==> config.mk <==
export PLATFORM = sky130hd
export DESIGN_NAME = mei_top
export DESIGN_NICKNAME = d
export VERILOG_FILES = /design/src/common/mei_pkg.sv /design/src/logic/mei_top.sv
export SDC_FILE = /design/constraint.sdc
export NUM_CORES = 1
export LEC_CHECK = 0
export BUFFER_PORTS_ARGS = -buffer_cell sky130_fd_sc_hd__buf_2
export CORE_MARGIN = 1.5
export CORE_UTILIZATION = 54
export CTS_BUF_LIST = sky130_fd_sc_hd__clkbuf_16
export DETAILED_ROUTE_END_ITERATION = 10
export PLACE_DENSITY = 0.83
export SETUP_SLACK_MARGIN = 0.05
export SYNTH_ARGS = -nofsm -noshare
export SYNTH_HDL_FRONTEND = slang
export SYNTH_SLANG_ARGS = --single-unit
==> constraint.sdc <==
create_clock -name SYS_CLK_I -period 3.15 [get_ports SYS_CLK_I]
set_input_delay 0.4725 -clock SYS_CLK_I [delete_from_list [all_inputs] [get_ports SYS_CLK_I]]
set_output_delay 0.4725 -clock SYS_CLK_I [all_outputs]
set_load 0.01 [all_outputs]
==> src/common/mei_pkg.sv <==
package mei_pkg;
  // Clock rate and line timing, in their own units.
  localparam int CLK_MHZ = 200;
  localparam int BIT_NS = 100;
  localparam int MID_MIN_NS = 75;
  localparam int EOF_NS = 150;
  localparam int RXC_HIGH_NS = 50;
  localparam int SQ_GAP_NS = 150;
  localparam int COL_HOLD_NS = 200;
  // Least times round up, longest times round down.
  localparam logic [7:0] MID_MIN_CYC = 8'((MID_MIN_NS * CLK_MHZ + 999) / 1000);
  localparam logic [7:0] EOF_CYC = 8'((EOF_NS * CLK_MHZ) / 1000);
  localparam logic [7:0] RXC_HIGH_CYC = 8'((RXC_HIGH_NS * CLK_MHZ) / 1000);
  localparam logic [7:0] SQ_GAP_CYC = 8'((SQ_GAP_NS * CLK_MHZ) / 1000);
  localparam logic [7:0] COL_HOLD_CYC = 8'((COL_HOLD_NS * CLK_MHZ) / 1000);
  localparam logic [7:0] CNT_SAT = 8'hFF;
  localparam logic [7:0] CNT_ONE = 8'h01;
  // Edge counts that qualify squelch and collision.
  localparam logic [2:0] SQ_EDGES = 3'h4;
  localparam logic [2:0] COL_EDGES = 3'h2;
  localparam logic [2:0] EDGE_ONE = 3'h1;
  // Structure sizes.
  localparam int FIFO_DEPTH = 32;
  localparam int SYNC_W = 11;
  // Values after reset, and the two valid receive-pair levels.
  localparam logic TXC_RST = 1'b0;
  localparam logic LINE_POS_RST = 1'b1;
  localparam logic LINE_NEG_RST = 1'b0;
  localparam logic [1:0] LVL_HIGH = 2'h2;
  localparam logic [1:0] LVL_LOW = 2'h1;

  // One transmit word: the NRZ bit and a flag marking the frame's last bit.
  typedef struct packed {
    logic bit_val;
    logic last;
  } mei_txw_t;

  // MAC-side receive group.
  typedef struct packed {
    logic clk;
    logic data;
    logic carrier;
    logic collision;
  } mei_rx_t;

  typedef enum logic [4:0] {
    ENC_IDLE = 5'h01,
    ENC_FIRST = 5'h02,
    ENC_SECOND = 5'h04,
    ENC_TAIL = 5'h08,
    ENC_FLUSH = 5'h10
  } mei_enc_t;
endpackage

==> src/logic/mei_top.sv <==
`timescale 1ns/10ps
// Functional notes
// - The codec bypass strap selects the internal codec at 0 and an external codec at 1.
// - With the internal codec, the MAC-codec signals are wired inside and copied to pins.
// - With the external codec, the internal codec is bypassed and MAC signals go to pins.
// - The encoder starts when the MAC sends and runs while the MAC keeps sending.
// - Each cell carries the inverted bit first and the true bit second.
// - A transmission ends with a positive-going transition, mid-cell for 1, cell end for 0.
// - Idle strap low holds the positive line above the negative; high holds them equal.
// - The decoder starts only after the input passes squelch qualification.
// - End of a received frame is found within one and a half bit times after the last bit.
// - A 10 MHz collision signal gives a steady active collision indication.
// - On collision the transmission in progress is aborted for the MAC to retry.
// - The oscillator input is divided by two to form the transmit bit clock.
// - Encoder timing comes from the oscillator; decoder timing is counted in system clock cycles.

// Three-stage input synchroniser; a change is taken once stages two and three agree.
module mei_sync #(
  parameter int W = 1
) (
  input logic clk_i, // System clock.
  input logic rst_i, // Synchronous reset.
  input logic [W-1:0] d_i, // Asynchronous inputs.
  output logic [W-1:0] q_o // Filtered levels.
);
  logic [W-1:0] s1, s2, s3;

  // Bitwise agreement keeps a one-cycle glitch in stage two from reaching the logic.
  always_ff @(posedge clk_i)
  begin
    if (rst_i)
    begin
      s1 <= '0;
      s2 <= '0;
      s3 <= '0;
      q_o <= '0;
    end
    else
    begin
      s1 <= d_i;
      s2 <= s1;
      s3 <= s2;
      q_o <= (~(s2 ^ s3) & s3) | ((s2 ^ s3) & q_o);
    end
  end
endmodule

// Word FIFO with registered full and empty flags.
module mei_fifo #(
  parameter int W = 2,
  parameter int DEPTH = 32
) (
  input logic clk_i, // System clock.
  input logic rst_i, // Synchronous reset.
  input logic [W-1:0] in_data_i, // Word to store.
  input logic in_valid_i, // Word offered.
  output logic in_ready_o, // Room for a word.
  output logic [W-1:0] out_data_o, // Oldest word.
  output logic out_valid_o, // Oldest word present.
  input logic out_ready_i // Oldest word taken.
);
  localparam int AW = $clog2(DEPTH);
  logic [W-1:0] mem [DEPTH];
  logic [AW-1:0] wr_ptr, rd_ptr;
  logic [AW:0] count, next_count;
  logic push, pop;

  assign push = in_valid_i && in_ready_o;
  assign pop = out_valid_o && out_ready_i;
  assign next_count = count + (AW+1)'(push) - (AW+1)'(pop);
  assign out_data_o = mem[rd_ptr];

  // Flags are registered from the next count so both sides see them without a comb path.
  always_ff @(posedge clk_i)
  begin
    if (rst_i)
    begin
      count <= '0;
      wr_ptr <= '0;
      rd_ptr <= '0;
      in_ready_o <= 1'b1;
      out_valid_o <= 1'b0;
    end
    else
    begin
      count <= next_count;
      wr_ptr <= wr_ptr + AW'(push);
      rd_ptr <= rd_ptr + AW'(pop);
      in_ready_o <= next_count != (AW+1)'(DEPTH);
      out_valid_o <= next_count != '0;
    end
  end

  // Storage has no reset; it is read only where the count says a word is there.
  always_ff @(posedge clk_i)
  begin
    if (push)
    begin
      mem[wr_ptr] <= in_data_i;
    end
  end
endmodule

module mei_top (
  input logic SYS_CLK_I, // 200 MHz system clock.
  input logic SYS_RST_I, // Synchronous reset, active high.
  input logic CODEC_BYPASS_STRAP_I, // Strap: 0 internal codec, 1 external codec.
  input logic IDLE_LEVEL_STRAP_I, // Strap: 0 offset idle, 1 equal idle.
  input logic OSCILLATOR_INPUT_I, // 20 MHz oscillator.
  output logic OSCILLATOR_OUTPUT_O, // Inverted oscillator feedback.
  input mei_pkg::mei_txw_t MAC_TX_I, // Transmit bit from the MAC.
  input logic MAC_TX_VALID_I, // Transmit bit offered.
  output logic MAC_TX_READY_O, // Transmit buffer has room.
  output logic TRANSMIT_BIT_CLOCK_O, // 10 MHz transmit bit clock.
  output logic TX_POS_O, // Transmit pair, positive line.
  output logic TX_NEG_O, // Transmit pair, negative line.
  input logic RX_POS_I, // Receive pair, positive comparator.
  input logic RX_NEG_I, // Receive pair, negative comparator.
  input logic COLLISION_PAIR_POS_I, // Collision pair, positive comparator.
  input logic COLLISION_PAIR_NEG_I, // Collision pair, negative comparator.
  output mei_pkg::mei_rx_t MAC_RX_O, // Receive group to the MAC.
  output logic CODEC_TXEN_O, // Transmit enable on the codec pins.
  output logic CODEC_TXD_O, // Transmit NRZ data on the codec pins.
  output mei_pkg::mei_rx_t CODEC_RX_O, // Copy of the internal receive group; zero when bypassed.
  input mei_pkg::mei_rx_t EXT_RX_I // Receive group from an external codec.
);
  import mei_pkg::*;

  logic [SYNC_W-1:0] sync_q;
  logic bypass, idle_sel, osc_s, rx_pos_s, rx_neg_s, col_pos_s, col_neg_s;
  mei_rx_t ext_rx_s, int_rx;
  logic osc_prev, tick, transmit_bit_clock;
  mei_txw_t fifo_od, cur, next_cur;
  logic fifo_ov, pop;
  mei_enc_t state, next_state;
  logic line_lvl, next_lvl, col_sel;
  logic rx_valid, rx_last, rx_edge, crs, rxd, rxc;
  logic [7:0] since_edge, since_mid;
  logic [2:0] sq_cnt, col_cnt;
  logic col_last, col_edge, col_act;
  logic [7:0] col_since;

  mei_sync #(.W(SYNC_W)) u_sync (
    .clk_i(SYS_CLK_I),
    .rst_i(SYS_RST_I),
    .d_i({CODEC_BYPASS_STRAP_I, IDLE_LEVEL_STRAP_I, OSCILLATOR_INPUT_I, RX_POS_I, RX_NEG_I,
          COLLISION_PAIR_POS_I, COLLISION_PAIR_NEG_I, EXT_RX_I}),
    .q_o(sync_q)
  );

  // Straps are followed continuously at their synchronised level.
  assign {bypass, idle_sel, osc_s, rx_pos_s, rx_neg_s, col_pos_s, col_neg_s} = sync_q[10:4];
  assign ext_rx_s = sync_q[3:0];
  assign tick = osc_s && !osc_prev;
  assign col_sel = bypass ? ext_rx_s.collision : col_act;

  mei_fifo #(.W($bits(mei_txw_t)), .DEPTH(FIFO_DEPTH)) u_fifo (
    .clk_i(SYS_CLK_I),
    .rst_i(SYS_RST_I),
    .in_data_i(MAC_TX_I),
    .in_valid_i(MAC_TX_VALID_I),
    .in_ready_o(MAC_TX_READY_O),
    .out_data_o(fifo_od),
    .out_valid_o(fifo_ov),
    .out_ready_i(pop)
  );

  // Every oscillator rising edge is a half-cell tick; the bit clock toggles on each.
  always_ff @(posedge SYS_CLK_I)
  begin
    if (SYS_RST_I)
    begin
      osc_prev <= 1'b0;
      transmit_bit_clock <= TXC_RST;
      OSCILLATOR_OUTPUT_O <= 1'b1;
    end
    else
    begin
      osc_prev <= osc_s;
      transmit_bit_clock <= transmit_bit_clock ^ tick;
      OSCILLATOR_OUTPUT_O <= !osc_s;
    end
  end
  assign TRANSMIT_BIT_CLOCK_O = transmit_bit_clock;

  // Encoder sequencing; a frame starts only on a bit-clock boundary so cells stay aligned.
  always_comb
  begin
    next_state = state;
    next_lvl = line_lvl;
    next_cur = cur;
    pop = 1'b0;
    unique case (state)
      ENC_IDLE:
        if (tick && transmit_bit_clock && fifo_ov)
        begin
          pop = 1'b1;
          next_cur = fifo_od;
          next_lvl = !fifo_od.bit_val;
          next_state = ENC_FIRST;
        end
      ENC_FIRST:
        if (tick && col_sel)
        begin
          next_lvl = 1'b1;
          next_state = cur.last ? ENC_TAIL : ENC_FLUSH;
        end
        else if (tick)
        begin
          next_lvl = cur.bit_val;
          next_state = ENC_SECOND;
        end
      ENC_SECOND:
        if (tick && col_sel)
        begin
          next_lvl = 1'b1;
          next_state = cur.last ? ENC_TAIL : ENC_FLUSH;
        end
        else if (tick && !cur.last && fifo_ov)
        begin
          pop = 1'b1;
          next_cur = fifo_od;
          next_lvl = !fifo_od.bit_val;
          next_state = ENC_FIRST;
        end
        else if (tick)
        begin
          // A last 1 is already high; a last 0 rises at the cell end.
          next_lvl = 1'b1;
          next_state = ENC_TAIL;
        end
      ENC_TAIL:
        if (tick)
        begin
          next_state = ENC_IDLE;
        end
      ENC_FLUSH:
        // The rest of the aborted frame is dropped; the MAC schedules the retry.
        if (fifo_ov)
        begin
          pop = 1'b1;
          if (fifo_od.last)
          begin
            next_state = ENC_TAIL;
          end
        end
    endcase
  end

  // Encoder state and the line; the line idles whenever the codec is bypassed.
  always_ff @(posedge SYS_CLK_I)
  begin
    if (SYS_RST_I)
    begin
      state <= ENC_IDLE;
      cur <= '0;
      line_lvl <= LINE_POS_RST;
      TX_POS_O <= LINE_POS_RST;
      TX_NEG_O <= LINE_NEG_RST;
      CODEC_TXEN_O <= 1'b0;
      CODEC_TXD_O <= 1'b0;
    end
    else
    begin
      state <= next_state;
      cur <= next_cur;
      line_lvl <= next_lvl;
      if (bypass || next_state == ENC_IDLE)
      begin
        TX_POS_O <= !idle_sel;
        TX_NEG_O <= 1'b0;
      end
      else
      begin
        TX_POS_O <= next_lvl;
        TX_NEG_O <= !next_lvl;
      end
      CODEC_TXEN_O <= next_state == ENC_FIRST || next_state == ENC_SECOND;
      CODEC_TXD_O <= next_cur.bit_val;
    end
  end

  // Receive edges count only between valid differential levels; squelched input is ignored.
  assign rx_valid = {rx_pos_s, rx_neg_s} == LVL_HIGH || {rx_pos_s, rx_neg_s} == LVL_LOW;
  assign rx_edge = rx_valid && rx_pos_s != rx_last;

  // The first transition seen after a quiet gap opens a new squelch count.
  always_ff @(posedge SYS_CLK_I)
  begin
    if (SYS_RST_I)
    begin
      rx_last <= 1'b0;
      since_edge <= CNT_SAT;
      sq_cnt <= '0;
    end
    else
    begin
      rx_last <= rx_valid ? rx_pos_s : rx_last;
      since_edge <= rx_edge ? '0 : (since_edge == CNT_SAT ? since_edge : since_edge + CNT_ONE);
      if (crs && since_mid >= EOF_CYC)
      begin
        sq_cnt <= '0;
      end
      else if (rx_edge && !crs)
      begin
        sq_cnt <= since_edge <= SQ_GAP_CYC ? sq_cnt + EDGE_ONE : EDGE_ONE;
      end
    end
  end

  // A transition at least three quarters of a bit after the last mid-cell one is mid-cell.
  always_ff @(posedge SYS_CLK_I)
  begin
    if (SYS_RST_I)
    begin
      crs <= 1'b0;
      rxd <= 1'b0;
      rxc <= 1'b0;
      since_mid <= CNT_SAT;
    end
    else if (!crs)
    begin
      rxc <= 1'b0;
      since_mid <= CNT_SAT;
      if (rx_edge && since_edge <= SQ_GAP_CYC && sq_cnt == SQ_EDGES - EDGE_ONE)
      begin
        crs <= 1'b1;
        rxd <= rx_pos_s;
        rxc <= 1'b1;
        since_mid <= '0;
      end
    end
    else if (since_mid >= EOF_CYC)
    begin
      crs <= 1'b0;
      rxc <= 1'b0;
    end
    else if (rx_edge && since_mid >= MID_MIN_CYC)
    begin
      rxd <= rx_pos_s;
      rxc <= 1'b1;
      since_mid <= '0;
    end
    else
    begin
      since_mid <= since_mid + CNT_ONE;
      rxc <= since_mid + CNT_ONE >= RXC_HIGH_CYC ? 1'b0 : rxc;
    end
  end

  // Collision: repeated edges keep the indication up; it drops after a gap of two periods.
  assign col_edge = (col_pos_s != col_neg_s) && col_pos_s != col_last;
  always_ff @(posedge SYS_CLK_I)
  begin
    if (SYS_RST_I)
    begin
      col_last <= 1'b0;
      col_cnt <= '0;
      col_since <= CNT_SAT;
      col_act <= 1'b0;
    end
    else
    begin
      col_last <= (col_pos_s != col_neg_s) ? col_pos_s : col_last;
      if (col_edge)
      begin
        col_since <= '0;
        col_cnt <= col_cnt == COL_EDGES ? col_cnt : col_cnt + EDGE_ONE;
        col_act <= col_act || col_cnt + EDGE_ONE >= COL_EDGES;
      end
      else if (col_since >= COL_HOLD_CYC)
      begin
        col_cnt <= '0;
        col_act <= 1'b0;
      end
      else
      begin
        col_since <= col_since + CNT_ONE;
      end
    end
  end

  // Receive group to the MAC comes from the selected codec; the copy pins show the internal one, or zero when bypassed.
  assign int_rx = '{clk: rxc, data: rxd, carrier: crs, collision: col_act};
  always_ff @(posedge SYS_CLK_I)
  begin
    if (SYS_RST_I)
    begin
      MAC_RX_O <= '0;
      CODEC_RX_O <= '0;
    end
    else
    begin
      MAC_RX_O <= bypass ? ext_rx_s : int_rx;
      CODEC_RX_O <= bypass ? '0 : int_rx;
    end
  end

  AST_LINE_IDLE: assert property (@(posedge SYS_CLK_I) disable iff (SYS_RST_I)
    (bypass || next_state == ENC_IDLE) |=> TX_POS_O == !$past(idle_sel) && !TX_NEG_O)
    else $error("Line not at idle level.");
  AST_OBS_COPY: assert property (@(posedge SYS_CLK_I) disable iff (SYS_RST_I)
    !bypass |=> CODEC_RX_O == $past(int_rx) && MAC_RX_O == $past(int_rx))
    else $error("Internal receive group not copied.");
  AST_EXT_PASS: assert property (@(posedge SYS_CLK_I) disable iff (SYS_RST_I)
    bypass |=> MAC_RX_O == $past(ext_rx_s) && CODEC_RX_O == '0)
    else $error("External receive group not passed.");
  AST_CELL_FIRST: assert property (@(posedge SYS_CLK_I) disable iff (SYS_RST_I)
    (pop && next_state == ENC_FIRST && !bypass) |=> TX_POS_O == !$past(fifo_od.bit_val))
    else $error("First half not inverted.");
  AST_CELL_MID: assert property (@(posedge SYS_CLK_I) disable iff (SYS_RST_I)
    (state == ENC_FIRST && tick && !col_sel && !bypass) |=> TX_POS_O == cur.bit_val ##0
    TX_POS_O != $past(TX_POS_O))
    else $error("No mid-cell transition.");
  AST_END_POS: assert property (@(posedge SYS_CLK_I) disable iff (SYS_RST_I)
    (state == ENC_TAIL && !bypass) |-> TX_POS_O && !TX_NEG_O)
    else $error("Frame did not end high.");
  AST_TXC_DIV: assert property (@(posedge SYS_CLK_I) disable iff (SYS_RST_I)
    tick |=> TRANSMIT_BIT_CLOCK_O != $past(TRANSMIT_BIT_CLOCK_O) ##1
    $stable(TRANSMIT_BIT_CLOCK_O))
    else $error("Bit clock not a half of the oscillator.");
  AST_SQUELCH: assert property (@(posedge SYS_CLK_I) disable iff (SYS_RST_I)
    $rose(crs) |-> $past(rx_edge) && $past(sq_cnt) == SQ_EDGES - EDGE_ONE)
    else $error("Carrier without squelch qualification.");
  AST_EOF: assert property (@(posedge SYS_CLK_I) disable iff (SYS_RST_I)
    (crs && since_mid == EOF_CYC) |=> !crs ##1 !MAC_RX_O.carrier || bypass)
    else $error("End of frame not found in time.");
  AST_COL_STEADY: assert property (@(posedge SYS_CLK_I) disable iff (SYS_RST_I)
    (col_act && col_since < COL_HOLD_CYC) |=> col_act)
    else $error("Collision indication dropped early.");
  AST_ABORT: assert property (@(posedge SYS_CLK_I) disable iff (SYS_RST_I)
    ((state == ENC_FIRST || state == ENC_SECOND) && tick && col_sel) |=>
    (state == ENC_FLUSH || state == ENC_TAIL) && !CODEC_TXEN_O)
    else $error("Transmission not aborted on collision.");

  CV_FRAME_END: cover property (@(posedge SYS_CLK_I) disable iff (SYS_RST_I)
    state == ENC_SECOND ##1 state == ENC_TAIL);
  CV_ABORT: cover property (@(posedge SYS_CLK_I) disable iff (SYS_RST_I) state == ENC_FLUSH);
  CV_RX_START: cover property (@(posedge SYS_CLK_I) disable iff (SYS_RST_I) $rose(crs));
  CV_RX_END: cover property (@(posedge SYS_CLK_I) disable iff (SYS_RST_I) $fell(crs));
endmodule

==> impl_metrics.py <==
metrics = {
    "synthesis": {
        "synthTopCellsByCount": "dfxtp_1, nor2_1, edfxtp_1, nor2b_1, nand2_1",
        "ys_seq_area_frac": 0.559,
        "synth_top_area_share": 0.310,
        "syn_inst": 712,
        "avgSynthCellArea_um2": 10.9,
        "synthTopCellsByArea": "dfxtp_1, edfxtp_1, nor2b_1, ha_1, nor2_1",
        "synthesis.nets": 752,
        "synth_top_area_cell": "dfxtp_1",
        "netlist_area_um2": 7740,
        "synth.most_common_cell": "dfxtp_1",
        "synth_edf_count": 64,
        "ys.flop_type": "dfxtp_1",
        "yosysUniqueCellTypes": 61,
        "ys_async_sr_fraction": 0,
        "ys_ff_latch": 184,
        "yosys_warnings": 0,
    },
    "floorplanning": {
        "die-area_um2": 15100,
        "row_count": 43,
        "start_util": 0.555,
        "die_w_um": 123,
        "coreArea_um2": 13900,
        "num_io_pins": 31,
        "die_y_um": 123,
    },
    "critical_path": {
        "cp-end-kind": "flip-flop",
        "critPathArrivalTime_ns": 3.36,
        "worstPathRequired_ns": 3.45,
        "startpoint_type": "flip-flop",
        "timing_worst_setup_path_type": "flip-flop to flip-flop",
        "path_max_fanout": 2,
    },
    "routing": {
        "antenna_left": 0,
        "vias": 5345,
        "drcViolationCount": 0,
        "drt_pass1_iterations": 5,
        "vias_per_cell": 5.66,
        "routed_wl_mm": 15.3,
        "wl_per_cell_um": 16.2,
        "drt_iter0_drc": 534,
    },
    "clock_network": {
        "cts_tree": "done",
        "cts.sinks": 184,
        "clk_latency_ns": 0.44,
        "cts_buffers": 17,
        "cts_root_buffer": "clkbuf_16",
        "max-clock-path-buffers": 2,
        "clkTransAtPathRegs_ns": 0.07,
        "cts.htree.levels": 4,
    },
    "finish": {
        "seqCellArea_um2": 4330,
        "fillers": 1088,
        "area_growth_pct": 13.3,
        "stdcell_count": 944,
        "fin_nets": 791,
        "diodes": 0,
        "multi_input_area_um2": 3230,
        "drive_above_1_share": 0.154,
    },
    "sta": {
        "setup_viol": 0,
        "finalCriticalPeriod_ns": 3.06,
        "fin_crit_sh": 0.973,
        "fin_hold_ws_ns": 0.241,
        "slew_viol_final": 0,
        "final-hold-violation-count": 0,
        "max_freq_ghz": 0.326,
        "relSlewSlack": 0.415,
        "rsz0062_at_grt": "true",
        "tightest_slew_ns": 0.869,
        "fin_skew_ns": 0.0116,
    },
    "placed_design": {
        "hpwl_mm": 10.3,
        "portBuffers": 30,
        "gp_routability_congestion": 0.841,
        "place_inst": 910,
    },
    "grt": {
        "grt_pass1_wl_mm": 24.6,
        "antenna_found_initial": 0,
        "grt_overflow_total": 0,
        "grt_pass1_vias": 5157,
        "grt_util_all_layers": 0.212,
        "grt_max_degree": 60,
    },
    "status": {
        "status": "completed",
    },
    "job": {
        "timing.max_cap.violations": 0,
    },
    "power_and_ir_drop": {
        "power_leakage_uw": 0.00320,
        "irDropWorstVdd_uv": 409,
        "pwr_density_cell_nw_per_um2": 619,
    },
    "min_path": {
        "hp-class": "input pin to flip-flop",
    },
}
==> layout by cell type, fill, tap and decap left out, types with 17 or more instances in the layout <==
| master | count |
|---|---|
| edfxtp_1 | 64 |
| nand2b_1 | 19 |
| ha_1 | 21 |
| nor2b_1 | 51 |
| buf_4 | 23 |
| nand3_1 | 17 |
| clkbuf_16 | 17 |
| mux2i_1 | 20 |
| dfxtp_1 | 117 |
| a21oi_1 | 34 |
| inv_1 | 25 |
| nand2_1 | 41 |
| buf_2 | 29 |
| nor2_1 | 72 |
| o21ai_0 | 30 |
==> kinds of logic after synthesis <==
| group | synth area share |
|---|---|
| buffers and inverters | 0.0315 |
| AND/OR/NAND/NOR | 0.175 |
| flip-flops | 0.559 |
| AO/OA/AOI/OAI | 0.107 |
| adder cells (fa/ha/maj) | 0.0398 |
| XOR/XNOR | 0.0249 |
| multiplexers | 0.0637 |
==> per-stage QoR <==
stage                     total power, uW  area (um2)  setup slack [ns]  setup TNS [ns]   util
after floorplan                      3170        7750            0.0624               0      -
after global placement               3290        8130             0.114               0  0.583
after detailed placement             3340        8130            0.0519               0  0.583
after CTS                            5380        8710            0.0559               0  0.625
after global routing                 5650        8770           -0.0864          -0.124  0.629
final                                5430        8770            0.0853               0  0.629
==> power by group <==
part           internal, uW  total, uW  switching, uW  leakage (uW)
Combinational           341        739            397       0.00138
Sequential             2560       2650           91.6       0.00156
Clock                  1100       2040            934      0.000265
==> timing repair <==
item	4_1_cts	5_1_grt
pin swaps	0	10
buffers inserted	0	2
hold endpoints to repair	0	0
hold buffers	0	0
setup endpoints to repair	2	4
resized for setup	3	14
==> critical path, cell delays in order (launching register included) <==
cell,delay (ns)
dfxtp_2,0.32
nand2b_4,0.11
inv_1,0.05
ha_2,0.17
and4b_1,0.19
nand3_2,0.09
o21ai_2,0.07
a21oi_2,0.12
nor2b_2,0.06
ha_1,0.30
inv_2,0.06
ha_4,0.16
fa_2,0.38
a21oi_2,0.14
nor2_1,0.05
nor2_1,0.13
xor2_1,0.20
and4_1,0.25
o21bai_1,0.07
==> layer usage <==
layer / routed length [um] / global-route usage / vias to the layer above
li1: - / - / 2601
met1: 6920 / 0.278 / 2563
met2: 7450 / 0.338 / 157
met3: 715 / 0.0493 / 24
met4: 259 / 0.0930 / 0
met5: 0 / 0 / -
==> registers in the layout, summed over array words and instances, names as in the netlist, 2 cells and up, named ones only <==
register / cells
sq_cnt: 3
u_fifo.rd_ptr: 5
CODEC_RX_O: 4
since_edge: 8
col_since: 8
state: 5
u_sync.s2: 11
u_sync.s3: 11
u_sync.s1: 11
u_fifo.mem: 64
u_fifo.wr_ptr: 5
cur: 2
MAC_RX_O: 4
u_fifo.count: 6
col_cnt: 3
since_mid: 8
==> layout make-up <==
| class | count | area share |
|---|---|---|
| flip-flops and latches | 184 | 0.493 |
| multi-input cells | 470 | 0.368 |
| clock buffers | 17 | 0.0485 |
| repair buffers | 52 | 0.0362 |
| well taps | 180 | 0.0257 |
| clock inverters | 15 | 0.0165 |
| inverters | 26 | 0.0111 |
==> worst paths after layout <==
kind	cells past startpoint	startpoint	slack, ns	end
max reg2reg	18	osc_prev$_SDFF_PP0_	0.09	u_fifo.out_valid_o$_SDFF_PP0_
min reg2reg	1	u_sync.s1[4]$_SDFF_PP0_	0.44	u_sync.s2[4]$_SDFF_PP0_
max	18	osc_prev$_SDFF_PP0_	0.09	u_fifo.out_valid_o$_SDFF_PP0_
min	2	RX_NEG_I	0.24	u_sync.s1[6]$_SDFF_PP0_
No activity file was read; power rests on OpenSTA's default activity.
